<file path="src/pkg/msc_pkg.sv">
// Purpose: Shared constants and types of the motor starter control sequencer.
// Assumes: One 40 MHz control clock; all times are counted in 1 ms ticks.
// Notes: Current in 10 mA units, voltage in percent, current ratios in 1/32 units.
package msc_pkg;
   localparam int CLK_HZ = 40_000_000;
   localparam int MS_PER_S = 1000;
   localparam int MS_CYC = CLK_HZ / MS_PER_S;
   localparam logic [11:0] IE_MIN = 12'h00f;
   localparam logic [11:0] IE_MAX = 12'h4b0;
   localparam logic [11:0] IE_DIRECT = 12'h384;
   localparam logic [15:0] V_STEP_PCT = 16'h0005;
   localparam logic [15:0] V_MIN_PCT = 16'h0014;
   localparam logic [15:0] VSTOP_MAX_PCT = 16'h005a;
   localparam logic [6:0] V_FULL_PCT = 7'h64;
   localparam logic [6:0] V_DEF_PCT = 7'h28;
   localparam logic [15:0] T_MAX_Q = 16'h0078;
   localparam logic [15:0] T_Q_MS = 16'h00fa;
   localparam logic [15:0] START_MIN_MS = 16'h0064;
   localparam logic [15:0] SETTLE_MS = 16'h0050;
   localparam logic [15:0] LOCK_ZERO_MS = 16'h0096;
   localparam logic [15:0] LOCK_MAX_S = 16'h003c;
   localparam logic [15:0] ILIM_MIN = 16'h0028;
   localparam logic [15:0] ILIM_MAX = 16'h00c0;
   localparam logic [15:0] ILIM_MAX_HI = 16'h00b0;
   localparam logic [3:0] CLASS_5 = 4'h5;
   localparam logic [3:0] CLASS_10 = 4'ha;
   localparam int IMG_W = 9;
   localparam int IMG_FWD = 0;
   localparam int IMG_REV = 1;
   localparam int IMG_BRAKE = 2;
   localparam int IMG_TRIP_RST = 3;
   localparam int IMG_EMSTART = 4;
   localparam int IMG_SELFTEST = 5;
   localparam int IMG_OUT1 = 6;
   localparam int IMG_OUT2 = 7;
   localparam int IMG_QSTOP_DIS = 8;
   localparam logic [IMG_W-1:0] SUBST_RST = 9'h000;
   typedef enum logic [1:0] {SM_DIRECT = 2'b00, SM_RAMP = 2'b01, SM_ILIM = 2'b10,
      SM_RAMP_ILIM = 2'b11} startup_e;
   typedef enum logic [1:0] {SR_FAULT = 2'b00, SR_FAULT_ON = 2'b01, SR_WARN = 2'b10,
      SR_SPARE = 2'b11} supply_resp_e;
   typedef enum logic [1:0] {D_IDLE = 2'b00, D_SETTLE = 2'b01, D_RUN = 2'b10,
      D_LOCK = 2'b11} dir_state_e;
   typedef enum logic [1:0] {V_OFF = 2'b00, V_UP = 2'b01, V_ON = 2'b10,
      V_DOWN = 2'b11} volt_state_e;
endpackage : msc_pkg

</file>
<file path="src/hdl/motor_starter_control_sequencer.sv">
// Purpose: Control sequencer of a fieldbus motor starter.
// Assumes: All inputs synchronous to CLK; CFG_LOAD pulses to take a new parameter set.
// Notes: Protection, fail-safe image, reversing interlock, soft start/stop, brake.
// Contract
// - Rated current 0.15 to 12 A, preset maximum.
// - Direct start limits rated current to 9 A.
// - Asymmetry detection off for single-phase load.
// - Overload retained over supply loss if set.
// - Switch supply loss gives fault, on-fault, warning.
// - Master STOP in automatic: hold or substitute.
// - Bus failure drives outputs from substitute image; the code does so only with STOP_SUBST set, else holds the last value.
// - Substitute image has one bit per command.
// - Reject substitute image with both directions set.
// - Group diagnostics block suppresses error messages.
// - Never energise both rotation directions together.
// - Contactor resets forward; a direction change waits 80 ms.
// - Lock-out 0 to 60 s; zero means 150 ms.
// - Lock-out flagged; opposite direction ON suppressed.
// - Regenerative run-down aborts ramp, motor off.
// - Zero holding time: brake off with motor.
// - Holding timer runs parallel, brake off at expiry.
// - Start ramp linear; zero start gives 100 ms.
// - Run-down ramp to stop voltage; zero switches off.
// - Four startup modes; ramp abandoned above limit.
// - Direct start: 9 A and classes 5, 10.
// - Run-down without load or voltage ramp.
// - Voltages 5 % steps, default 40; times 0.25 s.
// - Current limit 125 to 600 or 550 %.
`timescale 1ns/1ps
`default_nettype none
module motor_starter_control_sequencer #(
   parameter int MS_CYC_P = msc_pkg::MS_CYC,
   parameter logic [11:0] IE_MAX_P = msc_pkg::IE_MAX
) (
   input wire logic CLK, // 40 MHz control clock
   input wire logic RESET_N, // asynchronous reset, active low
   input wire logic CFG_LOAD, // pulse: take parameter inputs
   input wire logic [11:0] IE_SET, // rated current, 10 mA units
   input wire msc_pkg::startup_e STARTUP_MODE, // startup mode
   input wire logic [3:0] TRIP_CLASS, // overload trip class
   input wire logic [4:0] V_START_STEP, // starting voltage, 5 % steps
   input wire logic [4:0] V_STOP_STEP, // stopping voltage, 5 % steps
   input wire logic [6:0] START_T, // start time, 0.25 s units
   input wire logic [6:0] RUNDOWN_T, // run-down time, 0.25 s units
   input wire logic RUNDOWN_RAMP, // run-down type: 1 ramp, 0 without load
   input wire logic [7:0] ILIM_SET, // current limit, 1/32 of rated
   input wire logic [5:0] LOCKOUT_S, // lock-out time in seconds
   input wire logic [15:0] BRAKE_HOLD_MS, // brake holding time in ms
   input wire logic LOAD_1PH, // load type single-phase
   input wire logic VFAIL_RETAIN, // keep overload over supply loss
   input wire msc_pkg::supply_resp_e SUPPLY_RESP, // switch supply loss response
   input wire logic STOP_SUBST, // 1 substitute, 0 hold last value
   input wire logic [msc_pkg::IMG_W-1:0] SUBST_IMG, // substitute image
   input wire logic GRP_DIAG_EN, // group diagnostics enable
   input wire logic AUTO_MODE, // automatic mode
   input wire logic MASTER_STOP, // master in STOP
   input wire logic BUS_FAIL, // fieldbus failure
   input wire logic [msc_pkg::IMG_W-1:0] CMD_IMG, // live command image
   input wire logic [7:0] CUR_RATIO, // motor current, 1/32 of rated
   input wire logic REGEN, // load drives the motor
   input wire logic ASYM_RAW, // phase currents unbalanced
   input wire logic OVERLOAD_EV, // overload trip event
   input wire logic ELEC_SUPPLY_OK, // electronics supply present
   input wire logic SW_SUPPLY_OK, // switching element supply present
   output logic [11:0] IE_EFF, // effective rated current
   output logic [7:0] ILIM_EFF, // effective current limit
   output logic PARAM_REJ, // last parameter set rejected
   output logic [msc_pkg::IMG_W-1:0] EFF_IMG, // image in force
   output logic ASYM_EN, // asymmetry detection enabled
   output logic ASYM_FLT, // asymmetry fault
   output logic OVL_PEND, // overload pending
   output logic GRP_FAULT, // group fault
   output logic GRP_WARN, // group warning
   output logic DIAG_TX, // error message sent on fieldbus
   output logic CONT_REV, // reversing contactor energised
   output logic SW_ON, // electronic switches closed
   output logic [6:0] V_SET, // terminal voltage setpoint, percent
   output logic STARTING, // start ramp active
   output logic RUNDOWN, // run-down active
   output logic ILIM_ACT, // current limiting active
   output logic LOCKOUT_ACT, // lock-out time active
   output logic BRAKE_ON // brake output energised
);
   import msc_pkg::*;

   function automatic logic [15:0] sat16(input logic [15:0] x, input logic [15:0] lo,
      input logic [15:0] hi);
      sat16 = (x < lo) ? lo : ((x > hi) ? hi : x);
   endfunction : sat16

   logic [11:0] ie_q;
   logic [6:0] vstart_q, vstop_q;
   logic [IMG_W-1:0] sub_q, eff_q;
   logic rej_q, ms_tick, fs, req_f, req_r, on_cmd, over, lim_mode;
   logic [15:0] tick_q, dcnt_q, acc_q, hcnt_q, lock_ms, up_ms, dn_ms, up_span, dn_span;
   logic [7:0] ilim_q;
   logic [11:0] iee_q;
   dir_state_e st_q;
   volt_state_e vm_q;
   logic rev_q, son_q, lock_q, strt_q, rdn_q, ilim_act_q, abandon_q, brk_q;
   logic [6:0] v_q;
   logic asym_en_q, asym_q, ovl_q, eprev_q, gf_q, gw_q, diag_q;

   // Parameter set; a bad substitute image keeps the previous one.
   always_ff @(posedge CLK or negedge RESET_N)
   begin
      if (!RESET_N)
      begin
         ie_q <= IE_MAX;
         sub_q <= SUBST_RST;
         vstart_q <= V_DEF_PCT;
         vstop_q <= V_DEF_PCT;
         rej_q <= 1'b0;
      end
      else if (CFG_LOAD)
      begin
         ie_q <= IE_SET;
         if (!(SUBST_IMG[IMG_FWD] && SUBST_IMG[IMG_REV]))
            sub_q <= SUBST_IMG;
         rej_q <= (SUBST_IMG[IMG_FWD] && SUBST_IMG[IMG_REV])
            || (STARTUP_MODE == SM_DIRECT && TRIP_CLASS != CLASS_5
            && TRIP_CLASS != CLASS_10);
         vstart_q <= 7'(sat16(16'(V_START_STEP) * V_STEP_PCT, V_MIN_PCT,
            16'(V_FULL_PCT)));
         vstop_q <= 7'(sat16(16'(V_STOP_STEP) * V_STEP_PCT, V_MIN_PCT, VSTOP_MAX_PCT));
      end
   end

   // Direct starting derates the part, so the current ceiling follows the mode.
   always_ff @(posedge CLK or negedge RESET_N)
   begin
      if (!RESET_N)
      begin
         iee_q <= IE_MAX;
         ilim_q <= 8'(ILIM_MAX);
      end
      else
      begin
         iee_q <= 12'(sat16(16'(ie_q), 16'(IE_MIN), 16'((STARTUP_MODE == SM_DIRECT)
            ? IE_DIRECT : IE_MAX_P)));
         ilim_q <= 8'(sat16(16'(ILIM_SET), ILIM_MIN,
            (iee_q > IE_DIRECT) ? ILIM_MAX_HI : ILIM_MAX));
      end
   end

   // Master STOP only counts in automatic mode; a bus failure always does.
   assign fs = BUS_FAIL || (AUTO_MODE && MASTER_STOP);
   always_ff @(posedge CLK or negedge RESET_N)
   begin
      if (!RESET_N)
         eff_q <= SUBST_RST;
      else if (!fs)
         eff_q <= CMD_IMG;
      else if (STOP_SUBST)
         eff_q <= sub_q;
   end

   always_ff @(posedge CLK or negedge RESET_N)
   begin
      if (!RESET_N)
         tick_q <= 16'h0000;
      else if (tick_q == 16'(MS_CYC_P - 1))
         tick_q <= 16'h0000;
      else
         tick_q <= tick_q + 16'h0001;
   end
   assign ms_tick = (tick_q == 16'(MS_CYC_P - 1));

   // A command for both directions counts as no command at all.
   assign req_f = eff_q[IMG_FWD] && !eff_q[IMG_REV];
   assign req_r = eff_q[IMG_REV] && !eff_q[IMG_FWD];
   assign on_cmd = rev_q ? req_r : req_f;
   assign lock_ms = (LOCKOUT_S == 6'h00) ? LOCK_ZERO_MS
      : sat16(16'(LOCKOUT_S), 16'h0000, LOCK_MAX_S) * 16'(MS_PER_S);

   // The contactor only moves in idle, where the switches are open.
   always_ff @(posedge CLK or negedge RESET_N)
   begin
      if (!RESET_N)
      begin
         st_q <= D_IDLE;
         rev_q <= 1'b0;
         dcnt_q <= 16'h0000;
      end
      else
      begin
         case (st_q)
            D_IDLE:
               if (req_f || req_r)
               begin
                  rev_q <= req_r;
                  dcnt_q <= 16'h0000;
                  st_q <= (req_r != rev_q) ? D_SETTLE : D_RUN;
               end
            D_SETTLE:
               if (dcnt_q >= SETTLE_MS)
                  st_q <= D_RUN;
               else if (ms_tick)
                  dcnt_q <= dcnt_q + 16'h0001;
            D_RUN:
               if (!on_cmd && vm_q == V_OFF)
               begin
                  st_q <= D_LOCK;
                  dcnt_q <= 16'h0000;
               end
            D_LOCK:
               if (on_cmd)
                  st_q <= D_RUN; // same direction aborts lock-out
               else if (dcnt_q >= lock_ms)
                  st_q <= D_IDLE;
               else if (ms_tick)
                  dcnt_q <= dcnt_q + 16'h0001;
            default:
               st_q <= D_IDLE;
         endcase
      end
   end

   assign up_ms = (START_T == 7'h00) ? START_MIN_MS
      : sat16(16'(START_T), 16'h0000, T_MAX_Q) * T_Q_MS;
   assign dn_ms = sat16(16'(RUNDOWN_T), 16'h0000, T_MAX_Q) * T_Q_MS;
   assign up_span = 16'(V_FULL_PCT - vstart_q);
   assign dn_span = 16'(V_FULL_PCT - vstop_q);
   assign over = CUR_RATIO > ilim_q;
   assign lim_mode = STARTUP_MODE == SM_ILIM || STARTUP_MODE == SM_RAMP_ILIM;

   // Each tick adds the span to an accumulator and steps 1 % per full duration,
   // which gives a linear ramp without a divider.
   always_ff @(posedge CLK or negedge RESET_N)
   begin
      if (!RESET_N)
      begin
         vm_q <= V_OFF;
         v_q <= 7'h00;
         acc_q <= 16'h0000;
         abandon_q <= 1'b0;
         ilim_act_q <= 1'b0;
      end
      else
      begin
         case (vm_q)
            V_OFF:
               if (st_q == D_RUN && on_cmd)
               begin
                  acc_q <= 16'h0000;
                  abandon_q <= 1'b0;
                  if (STARTUP_MODE == SM_DIRECT)
                  begin
                     vm_q <= V_ON;
                     v_q <= V_FULL_PCT;
                  end
                  else
                  begin
                     vm_q <= V_UP;
                     v_q <= vstart_q;
                  end
               end
            V_UP, V_ON:
               if (!on_cmd)
               begin
                  ilim_act_q <= 1'b0;
                  acc_q <= 16'h0000;
                  // At or below the stop voltage there is nothing to run down, so switch off.
                  if (!RUNDOWN_RAMP || RUNDOWN_T == 7'h00 || v_q <= vstop_q)
                  begin
                     vm_q <= V_OFF;
                     v_q <= 7'h00;
                  end
                  else
                     vm_q <= V_DOWN;
               end
               else if (vm_q == V_UP && v_q >= V_FULL_PCT)
               begin
                  vm_q <= V_ON;
                  ilim_act_q <= 1'b0;
               end
               else if (vm_q == V_UP && ms_tick)
               begin
                  ilim_act_q <= lim_mode && over;
                  if (lim_mode && over)
                     abandon_q <= abandon_q || STARTUP_MODE == SM_RAMP_ILIM;
                  else if (abandon_q)
                     v_q <= v_q + 7'h01;
                  else if (acc_q + up_span >= up_ms)
                  begin
                     v_q <= v_q + 7'h01;
                     acc_q <= acc_q + up_span - up_ms;
                  end
                  else
                     acc_q <= acc_q + up_span;
               end
            V_DOWN:
               if (REGEN || v_q <= vstop_q)
               begin
                  vm_q <= V_OFF;
                  v_q <= 7'h00;
               end
               else if (ms_tick)
               begin
                  if (acc_q + dn_span >= dn_ms)
                  begin
                     v_q <= v_q - 7'h01;
                     acc_q <= acc_q + dn_span - dn_ms;
                  end
                  else
                     acc_q <= acc_q + dn_span;
               end
            default:
               vm_q <= V_OFF;
         endcase
      end
   end

   // With no holding time the brake follows the motor, including an aborted run-down.
   always_ff @(posedge CLK or negedge RESET_N)
   begin
      if (!RESET_N)
      begin
         brk_q <= 1'b0;
         hcnt_q <= 16'h0000;
      end
      else if (eff_q[IMG_BRAKE])
      begin
         brk_q <= 1'b1;
         hcnt_q <= 16'h0000;
      end
      else if (brk_q)
      begin
         if (BRAKE_HOLD_MS == 16'h0000)
         begin
            if (vm_q == V_OFF)
               brk_q <= 1'b0;
         end
         else if (hcnt_q >= BRAKE_HOLD_MS)
            brk_q <= 1'b0;
         else if (ms_tick)
            hcnt_q <= hcnt_q + 16'h0001;
      end
   end

   always_ff @(posedge CLK or negedge RESET_N)
   begin
      if (!RESET_N)
      begin
         son_q <= 1'b0;
         lock_q <= 1'b0;
         strt_q <= 1'b0;
         rdn_q <= 1'b0;
      end
      else
      begin
         son_q <= vm_q != V_OFF;
         lock_q <= st_q == D_LOCK;
         strt_q <= vm_q == V_UP;
         rdn_q <= vm_q == V_DOWN;
      end
   end

   // An overload event in the same cycle as a clear still leaves the flag set.
   always_ff @(posedge CLK or negedge RESET_N)
   begin
      if (!RESET_N)
      begin
         asym_en_q <= 1'b1;
         asym_q <= 1'b0;
         ovl_q <= 1'b0;
         eprev_q <= 1'b1;
         gf_q <= 1'b0;
         gw_q <= 1'b0;
         diag_q <= 1'b0;
      end
      else
      begin
         asym_en_q <= !LOAD_1PH;
         asym_q <= !LOAD_1PH && ASYM_RAW;
         eprev_q <= ELEC_SUPPLY_OK;
         if (OVERLOAD_EV)
            ovl_q <= 1'b1;
         else if (eff_q[IMG_TRIP_RST] || (eprev_q && !ELEC_SUPPLY_OK && !VFAIL_RETAIN))
            ovl_q <= 1'b0;
         gf_q <= asym_q || (!SW_SUPPLY_OK && (SUPPLY_RESP == SR_FAULT
            || (SUPPLY_RESP == SR_FAULT_ON && (req_f || req_r))));
         gw_q <= !SW_SUPPLY_OK && SUPPLY_RESP == SR_WARN;
         diag_q <= GRP_DIAG_EN && (gf_q || gw_q || ovl_q);
      end
   end

   assign IE_EFF = iee_q;
   assign ILIM_EFF = ilim_q;
   assign PARAM_REJ = rej_q;
   assign EFF_IMG = eff_q;
   assign ASYM_EN = asym_en_q;
   assign ASYM_FLT = asym_q;
   assign OVL_PEND = ovl_q;
   assign GRP_FAULT = gf_q;
   assign GRP_WARN = gw_q;
   assign DIAG_TX = diag_q;
   assign CONT_REV = rev_q;
   assign SW_ON = son_q;
   assign V_SET = v_q;
   assign STARTING = strt_q;
   assign RUNDOWN = rdn_q;
   assign ILIM_ACT = ilim_act_q;
   assign LOCKOUT_ACT = lock_q;
   assign BRAKE_ON = brk_q;
endmodule : motor_starter_control_sequencer
`default_nettype wire

</file>
<file path="config.mk">
export PLATFORM = sky130hd
export DESIGN_NAME = motor_starter_control_sequencer
export DESIGN_NICKNAME = d
export VERILOG_FILES = /design/src/pkg/msc_pkg.sv /design/src/hdl/motor_starter_control_sequencer.sv
export SDC_FILE = /design/constraint.sdc
export NUM_CORES = 1
export LEC_CHECK = 0
export ABC_AREA = 1
export CORE_MARGIN = 2
export CORE_UTILIZATION = 55
export CTS_BUF_LIST = sky130_fd_sc_hd__clkbuf_8
export CTS_CLUSTER_SIZE = 25
export DETAILED_ROUTE_END_ITERATION = 16
export DONT_BUFFER_PORTS = 1
export GPL_TIMING_DRIVEN = 0
export PLACE_DENSITY = 0.73
export SLEW_MARGIN = 20
export SYNTH_ARGS = -nofsm -noshare
export SYNTH_HDL_FRONTEND = slang
export SYNTH_SLANG_ARGS = --single-unit
</file>
<file path="constraint.sdc">
create_clock -name CLK -period 4.2 [get_ports CLK]
set_input_delay 0.42 -clock CLK [delete_from_list [all_inputs] [get_ports CLK]]
set_output_delay 0.42 -clock CLK [all_outputs]
set_load 0.1 [all_outputs]
</file>
; Word-level counts from Yosys, hierarchy flattened
; Index checks and enable logic that the tools add are counted.
[op_classes]
magnitude_cmp = 20
n_shift = 0
eq_ne = 42
n_reduce_logical = 63
n_mux = 85
addsub = 11
n_mul = 5
div = 0
bitwise_logic = 1
[op_table]
columns = operator, count
row1 = 16-bit two-way mux, 23
row2 = 7-bit two-way mux, 19
row3 = 16-bit case mux with 4 select lines, 1
row4 = 16-bit by 1-bit adder with 16-bit output (second input constant), 3
row5 = 16-bit case mux with 3 select lines, 1
row6 = 2-bit != test (second input constant), 17
row7 = 16-bit adder, 2
row8 = 16-bit by 15-bit greater-or-equal comparator with 1-bit output, 2
row9 = 16-bit greater-or-equal comparator, 2
row10 = 16-bit by 15-bit subtractor with 16-bit output, 2
row11 = 7-bit by 7-bit multiplier with 14-bit output (second input constant), 2
row12 = 3-bit != test (second input constant), 9
row13 = 12-bit two-way mux, 2
row14 = 2-bit two-way mux, 12
row15 = 7-bit case mux with 3 select lines, 1
row16 = 1-bit logical AND, 18
row17 = 9-bit two-way mux, 2
row18 = 16-bit equality test (second input constant), 1
row19 = 16-bit by 7-bit greater-or-equal comparator with 1-bit output (second input constant), 1
row20 = 8-bit by 7-bit greater-than comparator with 1-bit output (second input constant), 2
row21 = 8-bit greater-than comparator, 2
row22 = 16-bit logical NOT, 1
row23 = 8-bit by 5-bit < comparator with 1-bit output (second input constant), 2
row24 = 5-bit by 3-bit multiplier with 8-bit output (second input constant), 2
row25 = 41 further kinds, 98
[totals]
ram_bits = 0
regBits = 155
latchBits = 0
word_cells = 257
mem_bits_ro = 0
memories = 0

; Logic depth before layout (Yosys ltp)
[depth]
depth_word = 12
mapped_depth = 37
ltp_nobuf = 37

; Least setup slack after synthesis
; Ideal clock, no wire load.
[synth_timing]
kind = input -> register
startpoint = in START_T[3]
endpoint = reg acc_q[5]
path_slack_ns = -2.015
stages = 35
path_buffers = 1
setup_time_ns = 0.117
arrival_time_ns = 6.099
required_ns = 4.083
path_cell_list = inv_1 nor4_1 nand4_1 nand3_1 inv_1 nor2_1 inv_1 fa_1 fa_1 fa_1 fa_1 inv_1 ha_1 a21oi_1 o21ai_0 a21oi_1 nor2_1 o21ai_0 nand2_1 a21oi_1 o21ai_0 ha_1 nand2_1 inv_1 nand2_1 inv_1 a21oi_1 nand3_1 nand2_1 buf_2 nand4_1 nand3_1 nand2_1 nand2_1 nand2_1
[synth_between]
elab_chain_cells = 12
elab_cells_between_ends = 14
[synth_lines]
columns = element, line_no
row1 = from (decl), motor_starter_control_sequencer.sv:43  ; input wire logic [6:0] START_T,
row2 = 7-bit greater-than comparator, motor_starter_control_sequencer.sv:88  ; sat16 = (x < lo) ? lo : ((x > hi) ? hi : x);
row3 = 7-bit two-way mux, motor_starter_control_sequencer.sv:88
row4 = 7-bit by 7-bit multiplier with 14-bit output, motor_starter_control_sequencer.sv:220  ; : sat16(16'(START_T), 16'h0000, T_MAX_Q) * T_Q_MS;
row5 = 15-bit two-way mux (*), motor_starter_control_sequencer.sv:219  ; assign up_ms = (START_T == 7'h00) ? START_MIN_MS
row6 = 16-bit by 15-bit subtractor with 16-bit output or 16-bit by 15-bit greater-or-equal comparator with 1-bit output (tied branches), "motor_starter_control_sequencer.sv:287, motor_starter_control_sequencer.sv:284"
row7 = 16-bit two-way mux (*), motor_starter_control_sequencer.sv:284  ; else if (acc_q + up_span >= up_ms)
row8 = 16-bit two-way mux (*), motor_starter_control_sequencer.sv:282  ; else if (abandon_q)
row9 = 16-bit two-way mux (*), motor_starter_control_sequencer.sv:280  ; if (lim_mode && over)
row10 = 16-bit two-way mux (*), motor_starter_control_sequencer.sv:277  ; else if (vm_q == V_UP && ms_tick)
row11 = 16-bit two-way mux (*), motor_starter_control_sequencer.sv:272  ; else if (vm_q == V_UP && v_q >= V_FULL_PCT)
row12 = 16-bit two-way mux (*), motor_starter_control_sequencer.sv:259  ; if (!on_cmd)
row13 = 16-bit case mux with 3 select lines (*), motor_starter_control_sequencer.sv:241  ; case (vm_q)
row14 = to (signal assigned), motor_starter_control_sequencer.sv:287  ; acc_q <= acc_q + up_span - up_ms;
row15 = to (signal assigned), motor_starter_control_sequencer.sv:290  ; acc_q <= acc_q + up_span;
row16 = to (signal assigned), motor_starter_control_sequencer.sv:303  ; acc_q <= acc_q + dn_span - dn_ms;
row17 = to (decl), motor_starter_control_sequencer.sv:95  ; logic [15:0] tick_q, dcnt_q, acc_q, hcnt_q, lock_ms, up_ms, dn_ms, up_span, dn_span;
; Mark *: on every way between the ends. The rest lies on a longest branch, timed or not. The select of a mux whose other input is x is not followed.
; A chain may end at the register's enable or synchronous reset.

; Final worst setup path
[layout_timing]
startpoint = in START_T[3]
endpoint = reg v_q[1] (netlist: V_SET[1])
[layout_between]
elab_chain_cells = 7
elab_cells_between_ends = 8
[layout_lines]
columns = element, line_no
row1 = 7-bit greater-than comparator, motor_starter_control_sequencer.sv:88
row2 = 7-bit two-way mux, motor_starter_control_sequencer.sv:88
row3 = 7-bit by 7-bit multiplier with 14-bit output, motor_starter_control_sequencer.sv:220
row4 = 15-bit two-way mux (*), motor_starter_control_sequencer.sv:219
row5 = 16-bit by 15-bit greater-or-equal comparator with 1-bit output (*), motor_starter_control_sequencer.sv:284
row6 = 4-bit != test (no source line) (*), --
row7 = 8-bit AND reduction (no source line) (*), --
row8 = to (signal assigned), motor_starter_control_sequencer.sv:283  ; v_q <= v_q + 7'h01;
row9 = to (signal assigned), motor_starter_control_sequencer.sv:286  ; v_q <= v_q + 7'h01;
row10 = to (signal assigned), motor_starter_control_sequencer.sv:302  ; v_q <= v_q - 7'h01;
row11 = to (decl), motor_starter_control_sequencer.sv:101  ; logic [6:0] v_q;
; Mark *: on every way between the ends. The rest lies on a longest branch, timed or not.

==> out/metrics.cfg <==
[run_status]
status = finished, violations left
violations = setup timing

[route]
post-route-drc-count = 0
vias_per_cell = 5.43
firstDrtPassIters = 5
detail-route-antenna-nets = 0
drtIter0Drc = 1115
avgRoutedWirePerCell_um = 15.1
vias = 16396
m1WireLength_mm = 20.0
dr_wl_met3_mm = 2.86
wl_mm = 45.8
routed.top_layer = met4
wl_met2_mm = 21.7

[cells_and_area]
layout-drive-gt1-share_pct = 11.0
finalNetCount = 3007
area_growth_pct = 12.3
fin_area_um2 = 19500
fillers = 2767
diodes = 0
final_cells = 3020
utilization_pct = 62.4

[clocking]
clock_sinks = 155
cts_tree = yes
htreeDepth = 4
clk_pin_slew_ns = 0.10
root_buffer = clkbuf_8
clock_path_buffers = 2
clock_latency_ns = 0.48
cts_made_buffers = 17

[sta]
setup_slack_ns = -1.50
relSlewSlack_pct = 21.3
clock.fmax_mhz = 176
period_needed_ns = 5.70
worst_slew_pin_slew_ns = 1.18
hold_violations = 0
drv_slew = 0
finClkSkew_ns = 0.0250
fin_crit_sh_pct = 136
rsz0062_at_grt = true
setup_viol_count_final = 40

[floorplan]
dieArea_um2 = 33100
die_w_um = 182
initial_utilization_pct = 55.6
die_h_um = 182
core_region_area_um2 = 31300
io_pins = 166
rows = 65

[placement]
post_dp_cell_area_um2 = 18200
dp_hpwl_mm = 36.5
gp_congestion = 0.917
portBuffers = 0
placedCellCount = 2932

[worst_setup_path]
worst-endpoint-arrival_ns = 6.10
crit_required_ns = 4.61
cp-startpoint = START_T[3]
worstSetupPathType = primary input to register
r2r-start = vstop_q[0]
cp-end-kind = register
start_kind = primary input
critPathMaxStageDelay_ns = 0.54
worstPathMaxFanout = 8
critPathSlowestCell = fa_1

[global_route]
grt_pass1_wl_mm = 75.3
grt_usage_pct = 27.7
antenna_found_initial = 0
overflow = 0
grt_pass1_vias = 15840
grt_max_degree = 156

[flow_run]
drv_cap = 0

[logic_synthesis]
synth_most_common_cell = nand2_1
synth_nets = 2931
synth.top_cell.area_share_pct = 20.0
netlist_area_um2 = 17400
synth_edf_count = 0
synth.area.top_cells = dfrtp_1 20%, ha_1 17%, nand2_1 15%
ys_top_cells_by_count = 702 x nand2_1, 444 x inv_1, 233 x ha_1
yosys_warnings = 0
synth_top_cell_by_area = dfrtp_1
synthFlopType = dfrtp_1
synth_cell_type_count = 53
yosysSeqAreaShare_pct = 22.4
ys_ff_latch = 155
netlist_instances = 2529
async_reset_ff_share_pct = 100
avgSynthCellArea_um2 = 6.88

[worst_hold_path]
hp-class = primary input to register
hold_start = ILIM_SET[7]

[power]
vdd_drop_max_mv = 0.429
leakage_nw = 10.6
power_density_nw_per_um2 = 707

path summary, 6_finish.rpt:
path | end | slack [ns] | cells past startpoint
max | V_SET[1] | -1.50 | 34
max reg2reg | V_SET[1] | -0.29 | 25
max in group asynchronous | V_SET[6] | 2.93 | 2
min reg2reg | tick_q[0] | 0.46 | 1
min | ILIM_EFF[7] | 0.02 | 1
min in group asynchronous | abandon_q | 0.66 | 2
cells in the final DEF (no fill, tap or decap), types with 6 or more instances in the layout:
cell / Yosys / final
dfstp_2: 16 / 16
a21oi_1: 131 / 115
clkbuf_8: 0 / 17
nor3_1: 26 / 21
clkbuf_1: 23 / 20
nand2_2: 3 / 30
nand2_1: 702 / 667
nor2_1: 163 / 151
dfrtp_1: 139 / 137
fa_1: 53 / 51
buf_4: 2 / 44
nand4_1: 79 / 79
o22ai_1: 6 / 6
nand3b_1: 14 / 14
xnor2_1: 24 / 24
and2_1: 6 / 6
nand3_1: 178 / 157
buf_8: 1 / 6
o21ai_1: 2 / 25
nor4_1: 14 / 13
nand2_4: 0 / 8
nand3_2: 4 / 22
nor2_2: 1 / 6
ha_4: 0 / 10
or2_2: 20 / 20
inv_1: 444 / 425
xor2_1: 63 / 63
nor2_4: 0 / 7
ha_1: 233 / 222
buf_6: 1 / 9
o21ai_0: 117 / 85
o21bai_1: 7 / 7
a21oi_2: 3 / 17
o211ai_1: 9 / 9
inv_2: 0 / 14
o21ai_2: 2 / 11
stage by stage:
| stage | setup TNS (ns) | hold slack (ns) | total power, mW | worst slack (ns) |
|---|---|---|---|---|
| detailed placement | -63.31 | 0.142 | 11.1 | -2.17 |
| CTS | -34.07 | 0.00737 | 13.3 | -1.32 |
| finish | -40.46 | 0.0186 | 13.8 | -1.50 |
| global placement | -60.05 | 0.142 | 10.9 | -2.04 |
| floorplan | -41.07 | 0.124 | 9.29 | -1.49 |
| global route | -51.78 | 0.0158 | 15.1 | -1.84 |
cells by family (layout without fill, tap and decap cells):
| group | count (synthesis) | count (layout) | synth area share (%) |
|---|---|---|---|
| compound gates | 297 | 297 | 9.26 |
| xor+xnor | 87 | 87 | 4.38 |
| fa+ha+maj | 286 | 286 | 22.9 |
| buf+inv | 485 | 574 | 10.7 |
| flops | 155 | 155 | 22.4 |
| other cells | 1 | 1 | 0.0216 |
| simple gates | 1218 | 1218 | 30.4 |
routing by layer:
| metal | track usage (%) | vias to the layer above |
|---|---|---|
| met3 | 5.42 | 85 |
| met4 | 8.62 | 0 |
| met1 | 35.5 | 7543 |
| li1 | - | 8310 |
| met2 | 47.3 | 458 |
| met5 | 0 | - |
critical path: cells and delay by family:
kind	cells	cell delay [ns]
compound gates	7	0.95
fa+ha+maj	6	2.56
buf+inv	7	0.40
simple gates	14	1.76
report_power, final:
part	total [mW]	internal (mW)	switching [mW]
logic	9.98	3.94	6.04
clock network	1.22	0.512	0.703
registers	2.61	1.72	0.891
state kept, by name, summed over array words and instances (netlist names), 2 cells and up:
name	flops
acc_q	16
dcnt_q	16
hcnt_q	16
tick_q	16
IE_EFF	12
ie_q	12
EFF_IMG	9
sub_q	9
ILIM_EFF	8
V_SET	7
vstart_q	7
vstop_q	7
st_q	2
vm_q	2
area by class of cell:
cell class	instances	area (um^2)	share of cell area [%]
sequential	155	3900	20.0
multi-input combinational	1889	12300	62.7
buffer	36	224	1.15
inverter	449	1720	8.79
timing repair buffer	57	503	2.57
clock inverter	15	196	1.01
tap	402	503	2.57
clock buffer	17	234	1.20
repair_timing:
action | CTS | global route
cloned | 4 | 0
hold buffers | 6 | 0
resized for setup | 92 | 43
endpoints found under the setup margin | 40 | 40
pin swaps | 78 | 36
buffers inserted | 37 | 9
hold endpoints to repair | 159 | 0
Power figures use the tool's default switching activity.
